--- config.mk ---
export PLATFORM = sky130hd
export DESIGN_NAME = sixteen_bit_interval_timer
export DESIGN_NICKNAME = d
export VERILOG_FILES = /design/src/shared/timer_pkg.sv /design/src/design/sixteen_bit_interval_timer.sv
export SDC_FILE = /design/constraint.sdc
export NUM_CORES = 1
export LEC_CHECK = 0
export BUFFER_PORTS_ARGS = -buffer_cell sky130_fd_sc_hd__clkbuf_2
export CAP_MARGIN = 5
export CORE_MARGIN = 8
export CORE_UTILIZATION = 35
export DETAILED_ROUTE_END_ITERATION = 10
export PLACE_DENSITY = 0.54
export SKIP_CTS_REPAIR_TIMING = 1
export SLEW_MARGIN = 40
export SYNTH_ARGS = -nofsm -noshare
export SYNTH_HDL_FRONTEND = slang
export SYNTH_SLANG_ARGS = --single-unit
--- constraint.sdc ---
create_clock -name sys_clk -period 2.2 [get_ports sys_clk]
set_input_delay 0.44 -clock sys_clk [delete_from_list [all_inputs] [get_ports sys_clk]]
set_output_delay 0.44 -clock sys_clk [all_outputs]
set_load 0.01 [all_outputs]
--- src/shared/timer_pkg.sv ---
// constants, field layouts and bus carrier of the sixteen bit interval timer
// assumes a single 125 mhz system clock and a plain strobe register port
`default_nettype none

package timer_pkg;

    // ------------------------------------------------------------------
    // clock and widths
    // ------------------------------------------------------------------
    localparam int          SYS_CLK_MHZ  = 125;
    localparam int          CNT_W        = 16;
    localparam int          ADDR_W       = 4;
    localparam int          PRE_W        = 8;

    // ------------------------------------------------------------------
    // register offsets
    // ------------------------------------------------------------------
    localparam logic [3:0]  OFS_CONTROL  = 4'h0;
    localparam logic [3:0]  OFS_COUNT    = 4'h1;
    localparam logic [3:0]  OFS_PERIOD   = 4'h2;
    localparam logic [3:0]  OFS_STATUS   = 4'h3;
    localparam logic [3:0]  OFS_MASK     = 4'h4;
    localparam logic [3:0]  OFS_PRIORITY = 4'h5;

    // ------------------------------------------------------------------
    // control register field positions and reset values
    // ------------------------------------------------------------------
    localparam int          BIT_RUN      = 15;
    localparam int          BIT_IDLE     = 13;
    localparam int          BIT_GATE     = 6;
    localparam int          BIT_PRE_HI   = 5;
    localparam int          BIT_PRE_LO   = 4;
    localparam int          BIT_SYNC     = 2;
    localparam int          BIT_SRC      = 1;
    localparam logic [15:0] CTRL_IMPL    = 16'ha076;
    localparam logic [15:0] CTRL_RESET   = 16'h0000;
    localparam logic [15:0] CNT_RESET    = 16'h0000;
    localparam logic [15:0] PERIOD_RESET = 16'hffff;

    // ------------------------------------------------------------------
    // interrupt status layout and prescale ratios (terminal count = ratio - 1)
    // ------------------------------------------------------------------
    localparam int          IRQ_N        = 2;
    localparam int          IRQ_MATCH    = 0;
    localparam int          IRQ_GATE     = 1;
    localparam int          PRIO_W       = 3;
    localparam logic [7:0]  PRE_TC_1     = 8'h00;
    localparam logic [7:0]  PRE_TC_8     = 8'h07;
    localparam logic [7:0]  PRE_TC_64    = 8'h3f;
    localparam logic [7:0]  PRE_TC_256   = 8'hff;

    typedef struct packed {
        logic [ADDR_W-1:0] addr;
        logic [CNT_W-1:0]  wdata;
        logic              wr;
        logic              rd;
    } bus_req_s;

endpackage : timer_pkg

`default_nettype wire

--- src/design/sixteen_bit_interval_timer.sv ---
// sixteen bit interval timer / counter with prescaler, gate and period match
// assumes pins are synchronous to sys_clk and a single-cycle strobe bus master
//
// Chosen here: the placing of the registers and the address-and-strobe port.
`default_nettype none

// Notes on behaviour
// - one 16-bit count: timer, synchronised counter or unsynchronised pulse counter
// - usable as time base for a real-time clock or free-running interval timer
// - counting continues through idle and sleep unless idle halt is set
// - interrupt request on period match and on gate falling edge in gate mode
// - run bit 15 starts counting when one, stops when zero
// - bit 13 set halts timer in idle; clear keeps it running
// - gate bit 6 ignored with the external clock selected
// - control bits 14, 12-7, 3, 0 read zero, writes dropped
// - sync bit picks synchronised or direct counting of external edges
// - interrupt forwarded only when enabled; three-bit priority held for software
// - selected count clock divided by prescaler before advancing the count
// - prescale field: 00 by 1, 01 by 8, 10 by 64, 11 by 256
// - bit 1 one counts external rising edges, zero counts half system clock
// - bit 2 synchronises external input only when external clock selected
// - gate mode counts internal clock only while gate input is high

module sixteen_bit_interval_timer (
    input  wire logic                        sys_clk,
    input  wire logic                        rst_n,
    input  wire timer_pkg::bus_req_s         bus_req,
    output var  logic [timer_pkg::CNT_W-1:0] rd_data_r,
    input  wire logic                        idle_mode,
    input  wire logic                        ext_count_clock_pin,
    input  wire logic                        gate_in,
    output var  logic                        timer_irq_r,
    output var  logic [timer_pkg::PRIO_W-1:0] timer_irq_priority_r
);
    import timer_pkg::*;

    logic [CNT_W-1:0]  control_r;
    logic [CNT_W-1:0]  count_r;
    logic [CNT_W-1:0]  count_nxt;
    logic [CNT_W-1:0]  period_value_r;
    logic [IRQ_N-1:0]  status_r;
    logic [IRQ_N-1:0]  mask_r;
    logic [IRQ_N-1:0]  event_set;
    logic [PRE_W-1:0]  pre_cnt_r;
    logic [PRE_W-1:0]  pre_tc;
    logic              half_r;
    logic              ext_meta_r;
    logic              ext_sync_r;
    logic              ext_sync_d_r;
    logic              ext_raw_d_r;
    logic              gate_d_r;
    logic              timer_run;
    logic              idle_halt;
    logic              gate_accumulate;
    logic [1:0]        prescale_select;
    logic              ext_clock_synchronise;
    logic              count_clock_source;
    logic              gate_mode;
    logic              active;
    logic              src_tick;
    logic              pre_tick;
    logic              wr_hit_status;

    assign timer_run             = control_r[BIT_RUN];
    assign idle_halt             = control_r[BIT_IDLE];
    assign gate_accumulate       = control_r[BIT_GATE];
    assign prescale_select       = control_r[BIT_PRE_HI:BIT_PRE_LO];
    assign ext_clock_synchronise = control_r[BIT_SYNC];
    assign count_clock_source    = control_r[BIT_SRC];

    // ------------------------------------------------------------------
    // register writes
    // ------------------------------------------------------------------
    // unimplemented control bits are masked off on the way in
    always_ff @(posedge sys_clk or negedge rst_n) begin
        if (!rst_n) begin
            control_r <= CTRL_RESET;
        end else if (bus_req.wr && bus_req.addr == OFS_CONTROL) begin
            control_r <= bus_req.wdata & CTRL_IMPL;
        end
    end

    always_ff @(posedge sys_clk or negedge rst_n) begin
        if (!rst_n) begin
            period_value_r <= PERIOD_RESET;
        end else if (bus_req.wr && bus_req.addr == OFS_PERIOD) begin
            period_value_r <= bus_req.wdata;
        end
    end

    always_ff @(posedge sys_clk or negedge rst_n) begin
        if (!rst_n) begin
            mask_r <= '0;
        end else if (bus_req.wr && bus_req.addr == OFS_MASK) begin
            mask_r <= bus_req.wdata[IRQ_N-1:0];
        end
    end

    always_ff @(posedge sys_clk or negedge rst_n) begin
        if (!rst_n) begin
            timer_irq_priority_r <= '0;
        end else if (bus_req.wr && bus_req.addr == OFS_PRIORITY) begin
            timer_irq_priority_r <= bus_req.wdata[PRIO_W-1:0];
        end
    end

    // ------------------------------------------------------------------
    // count clock selection
    // ------------------------------------------------------------------
    // idle stops the module only when idle halt is set; sleep never stops it
    assign active    = timer_run && !(idle_halt && idle_mode);
    // gating applies only to the internal source
    assign gate_mode = gate_accumulate && !count_clock_source;

    always_ff @(posedge sys_clk or negedge rst_n) begin
        if (!rst_n) begin
            half_r <= 1'b0;
        end else begin
            half_r <= ~half_r;
        end
    end

    // two-stage synchroniser; the first stage is read only by the second
    always_ff @(posedge sys_clk or negedge rst_n) begin
        if (!rst_n) begin
            ext_meta_r   <= 1'b0;
            ext_sync_r   <= 1'b0;
            ext_sync_d_r <= 1'b0;
            ext_raw_d_r  <= 1'b0;
            gate_d_r     <= 1'b0;
        end else begin
            ext_meta_r   <= ext_count_clock_pin;
            ext_sync_r   <= ext_meta_r;
            ext_sync_d_r <= ext_sync_r;
            ext_raw_d_r  <= ext_count_clock_pin;
            gate_d_r     <= gate_in;
        end
    end

    // direct path trades metastability margin for two cycles less latency
    always_comb begin
        if (count_clock_source) begin
            if (ext_clock_synchronise) begin
                src_tick = ext_sync_r && !ext_sync_d_r;
            end else begin
                src_tick = ext_count_clock_pin && !ext_raw_d_r;
            end
        end else begin
            src_tick = half_r && (!gate_mode || gate_in);
        end
    end

    // ------------------------------------------------------------------
    // prescaler
    // ------------------------------------------------------------------
    always_comb begin
        unique case (prescale_select)
            2'b00: pre_tc = PRE_TC_1;
            2'b01: pre_tc = PRE_TC_8;
            2'b10: pre_tc = PRE_TC_64;
            2'b11: pre_tc = PRE_TC_256;
        endcase
    end

    assign pre_tick = active && src_tick && (pre_cnt_r == pre_tc);

    // cleared while stopped so every run starts with a full prescale period
    always_ff @(posedge sys_clk or negedge rst_n) begin
        if (!rst_n) begin
            pre_cnt_r <= '0;
        end else if (!timer_run) begin
            pre_cnt_r <= '0;
        end else if (active && src_tick) begin
            pre_cnt_r <= pre_tick ? '0 : pre_cnt_r + 8'h01;
        end
    end

    // ------------------------------------------------------------------
    // count and period match
    // ------------------------------------------------------------------
    always_comb begin
        if (count_r == period_value_r) begin
            count_nxt = CNT_RESET;
        end else begin
            count_nxt = count_r + 16'h0001;
        end
    end

    // a software write to the count wins over a tick in the same cycle
    always_ff @(posedge sys_clk or negedge rst_n) begin
        if (!rst_n) begin
            count_r <= CNT_RESET;
        end else if (bus_req.wr && bus_req.addr == OFS_COUNT) begin
            count_r <= bus_req.wdata;
        end else if (pre_tick) begin
            count_r <= count_nxt;
        end
    end

    // ------------------------------------------------------------------
    // interrupt status, mask and request
    // ------------------------------------------------------------------
    assign event_set[IRQ_MATCH] = pre_tick && (count_nxt == period_value_r);
    assign event_set[IRQ_GATE]  = timer_run && gate_mode && gate_d_r && !gate_in;
    assign wr_hit_status        = bus_req.wr && bus_req.addr == OFS_STATUS;

    // write one to clear; a new event in the same cycle keeps its bit set
    always_ff @(posedge sys_clk or negedge rst_n) begin
        if (!rst_n) begin
            status_r <= '0;
        end else begin
            status_r <= (status_r & ~({IRQ_N{wr_hit_status}} & bus_req.wdata[IRQ_N-1:0]))
                        | event_set;
        end
    end

    always_ff @(posedge sys_clk or negedge rst_n) begin
        if (!rst_n) begin
            timer_irq_r <= 1'b0;
        end else begin
            timer_irq_r <= |(status_r & mask_r);
        end
    end

    // ------------------------------------------------------------------
    // register reads
    // ------------------------------------------------------------------
    always_ff @(posedge sys_clk or negedge rst_n) begin
        if (!rst_n) begin
            rd_data_r <= '0;
        end else if (bus_req.rd) begin
            unique case (bus_req.addr)
                OFS_CONTROL:  rd_data_r <= control_r & CTRL_IMPL;
                OFS_COUNT:    rd_data_r <= count_r;
                OFS_PERIOD:   rd_data_r <= period_value_r;
                OFS_STATUS:   rd_data_r <= {{(CNT_W-IRQ_N){1'b0}}, status_r};
                OFS_MASK:     rd_data_r <= {{(CNT_W-IRQ_N){1'b0}}, mask_r};
                OFS_PRIORITY: rd_data_r <= {{(CNT_W-PRIO_W){1'b0}}, timer_irq_priority_r};
                default:      rd_data_r <= '0;
            endcase
        end else begin
            rd_data_r <= '0;
        end
    end

    // ------------------------------------------------------------------
    // checks
    // ------------------------------------------------------------------
    ctrl_zero_bits_a: assert property (
        @(posedge sys_clk) disable iff (!rst_n)
        (control_r & ~CTRL_IMPL) == 16'h0000)
        else $error("unimplemented control bit set");

    stopped_holds_a: assert property (
        @(posedge sys_clk) disable iff (!rst_n)
        (!timer_run && !(bus_req.wr && bus_req.addr == OFS_COUNT)) |=> $stable(count_r))
        else $error("count moved while stopped");

    idle_halts_a: assert property (
        @(posedge sys_clk) disable iff (!rst_n)
        (idle_halt && idle_mode && !(bus_req.wr && bus_req.addr == OFS_COUNT))
        |=> $stable(count_r))
        else $error("count moved in idle with halt set");

    // one step per two clocks, so compare across two samples; period zero never moves
    idle_runs_a: assert property (
        @(posedge sys_clk) disable iff (!rst_n)
        (timer_run && !idle_halt && !count_clock_source && !gate_accumulate
         && prescale_select == 2'b00 && period_value_r != 16'h0000) [*4]
        |-> count_r != $past(count_r, 2) || $past(bus_req.wr) || $past(bus_req.wr, 2))
        else $error("internal count stalled");

    gate_ignored_a: assert property (
        @(posedge sys_clk) disable iff (!rst_n)
        count_clock_source |-> !event_set[IRQ_GATE])
        else $error("gate acted with external clock");

    gate_blocks_a: assert property (
        @(posedge sys_clk) disable iff (!rst_n)
        (gate_mode && !gate_in) |-> !src_tick)
        else $error("count tick while gate low");

    wrap_zero_a: assert property (
        @(posedge sys_clk) disable iff (!rst_n)
        (pre_tick && count_r == period_value_r && !(bus_req.wr && bus_req.addr == OFS_COUNT))
        |=> count_r == CNT_RESET)
        else $error("count did not wrap after match");

    match_flag_a: assert property (
        @(posedge sys_clk) disable iff (!rst_n)
        event_set[IRQ_MATCH] |=> status_r[IRQ_MATCH])
        else $error("match event not latched");

    prescale_div_a: assert property (
        @(posedge sys_clk) disable iff (!rst_n)
        pre_tick |-> pre_cnt_r == pre_tc && pre_tc == (prescale_select == 2'b00 ? PRE_TC_1 :
                     prescale_select == 2'b01 ? PRE_TC_8 :
                     prescale_select == 2'b10 ? PRE_TC_64 : PRE_TC_256))
        else $error("prescaler terminal count wrong");

    half_rate_a: assert property (
        @(posedge sys_clk) disable iff (!rst_n)
        (!count_clock_source && src_tick) |=> !src_tick)
        else $error("internal clock above half rate");

    irq_masked_a: assert property (
        @(posedge sys_clk) disable iff (!rst_n)
        ##1 (timer_irq_r == |($past(status_r) & $past(mask_r))))
        else $error("interrupt not gated by mask");

    gate_flag_a: assert property (
        @(posedge sys_clk) disable iff (!rst_n)
        event_set[IRQ_GATE] |=> status_r[IRQ_GATE])
        else $error("gate fall event not latched");

    status_sticky_a: assert property (
        @(posedge sys_clk) disable iff (!rst_n)
        (status_r[IRQ_MATCH] && !(wr_hit_status && bus_req.wdata[IRQ_MATCH]))
        |=> status_r[IRQ_MATCH])
        else $error("match flag dropped without a clear");

    count_step_a: assert property (
        @(posedge sys_clk) disable iff (!rst_n)
        (pre_tick && count_r != period_value_r && !(bus_req.wr && bus_req.addr == OFS_COUNT))
        |=> count_r == $past(count_r) + 16'h0001)
        else $error("count did not advance by one");

    ctrl_read_a: assert property (
        @(posedge sys_clk) disable iff (!rst_n)
        (bus_req.rd && bus_req.addr == OFS_CONTROL)
        |=> (rd_data_r & ~CTRL_IMPL) == 16'h0000)
        else $error("unimplemented control bit read as one");

    pre_clear_a: assert property (
        @(posedge sys_clk) disable iff (!rst_n)
        !timer_run |=> pre_cnt_r == 8'h00)
        else $error("prescaler kept a count while stopped");

endmodule : sixteen_bit_interval_timer

`default_nettype wire

==> impl_metrics.toml <==
[pwr]
powerDensity_mw_per_mm2 = 1010
leakagePower_uw = 0.00241
switching_share_pct = 34.6
p_total_uw = 5750
power_frac_seq_pct = 34.2
vdd.ir_drop.worst_uv = 348
switchingPower_uw = 1990
pwr-share-comb_pct = 37.8
p_int_uw = 3760
clockPowerShare_pct = 28.0

[layout]
final_layout_size_suffix_gt1_share_pct = 38.7
layout_common_cells = "buf_4, dfrtp_1, nor2_1"
layout_commonest_cell = "buf_4"
syn_to_final_growth_pct = 30.7
final_core_util_pct = 47.2
n_fill_cell = 1170
fin_nets = 587
diodes = 0

[sta]
rsz0062_at_grt = "yes"
finClkSkew_ns = 0.00581
slew_viol_final = 0
fin_crit_ns = 2.41
hold_viol = 0
worst_pin_slew_ns = 0.573
relSlewSlack_pct = 61.8
layout_setup_ws_ns = -0.206
max_freq_mhz = 416
finalCritPeriodShare_pct = 109
setup_viol = 13

[floorplanning]
die_area_mm2 = 0.0163
die_x_um = 128
die_y_um = 128
fp-row-count = 40
start_util_pct = 36.1
coreArea_mm2 = 0.0121
io_pins = 47

[place]
io_buffers = 46
hpwl_um = 10100
place.gp.congestion = 0.906
pre_cts_ws_ns = -0.183

[grt]
antenna_found_initial = 0
overflow = 0
grt_pass1_vias = 3895
grt_pass1_wl_um = 21300
grt_usage_pct = 16.8
grt_max_degree = 39

[setup_path]
r2r_slack_ns = -0.21
path_buf_inv = 1
worstPathCellList = "nand2_1, a2111o_1, nor4_4, buf_4, o21ba_1, o32ai_2, o2111ai_2, o31ai_2"
critPathCaptureType = "flip-flop"
critPathLaunchType = "flip-flop"
reg2reg_from = "period_value_r[0]"
critPathArrivalTime_ns = 2.67
crit_fanout = 4
cp.required_ns = 2.46
cpLargestDelayFamily = "compound AO/OA/AOI/OAI gates"
slowest_delay_ns = 0.55
reg2reg_to = "status_r[0]"
r2r_cells = 8
critPathKind = "flip-flop to flip-flop"
critPathSlowestCell = "dfstp_2"

[synth]
synth-xor-area-share_pct = 6.75
synth_top_area_share_pct = 34.5
synth_top_family_by_area = "simple AND/OR/NAND/NOR gates"
synth_compound_gate_area_share_pct = 16.6
synthSimpleGateAreaFrac_pct = 19.6
syn_nets = 478
synth_ff_type = "dfrtp_1"
ys_seq_elements = 76
async_flop_share_pct = 100
synth_top_cell_by_area = "dfrtp_1"
yosys-top-cells-area = "dfrtp_1, dfstp_2, mux2_2, nor2_1, xnor2_1"
syn_inst = 449
synth-seq-area-share_pct = 44.1
synthAdderAreaFrac_pct = 0.574
synth.mux.area_fraction_pct = 7.98
yosys_warnings = 0
yosysUniqueCellTypes = 65
synth-edff-count = 0
avgSynthCellArea_um2 = 9.70
netlist_area_mm2 = 0.00436

[clock_tree]
cts-root-buf = "clkbuf_16"
numCtsBuffers = 9
cts_tree = "built"
cts.sinks = 76
clock_path_buffers = 2
clock_latency_ns = 0.35
htree_levels = 3
clkTransAtPathRegs_ns = 0.06

[detailed_routing]
vias = 3906
routed_wl_um = 13100
routedWlPerCell_um = 17.9
drt-pass1-iter-count = 6
detail_route.drc_violations = 0
avgViaCountPerCell = 5.34
drt_iter0_drc = 293
ant_nets = 0

[run_status]
violations = "setup timing"
status = "complete, but fails checks"

[run]
maxCapViolCount = 0

[worst_hold_path]
hold_path_class = "primary input to async pin"
## cell families after synthesis
kind of cell / Yosys count
multiplexers: 31
AO/OA/AOI/OAI: 103
XOR/XNOR: 32
adder cells (fa/ha/maj): 2
flip-flops: 76
buffers and inverters: 43
AND/OR/NAND/NOR: 162
## routing by layer
layer  part of all wire (%)  global-route usage (%)  vias up
met5                      0                       0        -
met2                     46                    25.9      124
met4                    2.6                    8.39        0
met1                     46                    22.1     1898
li1                       -                       -     1857
met3                    5.0                    3.12       27
## sequential cells by signal, summed over array words and instances (netlist names), 2 cells and up
name / flops
timer_irq_priority_r: 3
mask_r: 2
control_r: 7
period_value_r: 16
rd_data_r: 16
pre_cnt_r: 8
status_r: 2
count_r: 16
## cell usage after synthesis, types with 3 or more instances
| master | instances |
|---|---|
| a222oi_1 | 5 |
| nor2b_1 | 3 |
| xnor2_1 | 20 |
| o21ai_0 | 24 |
| clkbuf_1 | 21 |
| dfrtp_1 | 60 |
| and4_1 | 6 |
| inv_1 | 12 |
| nand3_1 | 11 |
| nand2_1 | 33 |
| a31oi_1 | 21 |
| a22oi_1 | 15 |
| nor4_1 | 3 |
| o31ai_1 | 4 |
| a21oi_1 | 11 |
| buf_2 | 7 |
| and3_1 | 3 |
| or3_1 | 4 |
| nor3_1 | 8 |
| dfstp_2 | 16 |
| xor2_1 | 11 |
| mux2_2 | 30 |
| nor2_1 | 57 |
| nand3b_1 | 5 |
| nand4_1 | 9 |
## cell type report
| cell class | instances | area, um^2 | share of cell area (%) |
|---|---|---|---|
| clock buffers | 10 | 229 | 4.02 |
| clock inverters | 6 | 87.6 | 1.54 |
| inverters | 12 | 45.0 | 0.791 |
| multi-input cells | 330 | 2320 | 40.7 |
| flip-flops and latches | 76 | 1920 | 33.8 |
| well taps | 168 | 210 | 3.69 |
| repair buffers | 129 | 880 | 15.4 |
## stage by stage
step           cell area, um^2  cells  hold slack (ns)  setup TNS [ns]
3_5_place_dp              5280    712            0.371           -1.29
3_3_place_gp              5280    712            0.357          -0.692
4_1_cts                   5590    728           0.0879           -1.25
5_1_grt                   5690    731           0.0944           -1.90
2_1_floorplan             4360    449            0.144           -1.03
6_report                  5690    731           0.0699          -0.663
## power groups by stage
stage	Combinational, uW	Sequential, uW	Clock (uW)
floorplan	1270	1920	0
global placement	2070	1970	0
detailed placement	2080	1980	0
CTS	2100	1960	1640
global route	2380	2000	1690
finish	2170	1960	1610
## worst max path at each step
| stage | from | to | slack (ns) | cells past startpoint |
|---|---|---|---|---|
| 2_1_floorplan | count_r[0] | status_r[0] | -0.17 | 9 |
| 3_3_place_gp | count_r[0] | status_r[0] | -0.17 | 9 |
| 3_5_place_dp | count_r[4] | status_r[0] | -0.18 | 8 |
| 4_1_cts | count_r[4] | status_r[0] | -0.21 | 8 |
| 5_1_grt | count_r[0] | status_r[0] | -0.35 | 9 |
| 6_report | period_value_r[0] | status_r[0] | -0.21 | 8 |
(Power assumes the default switching activity.)
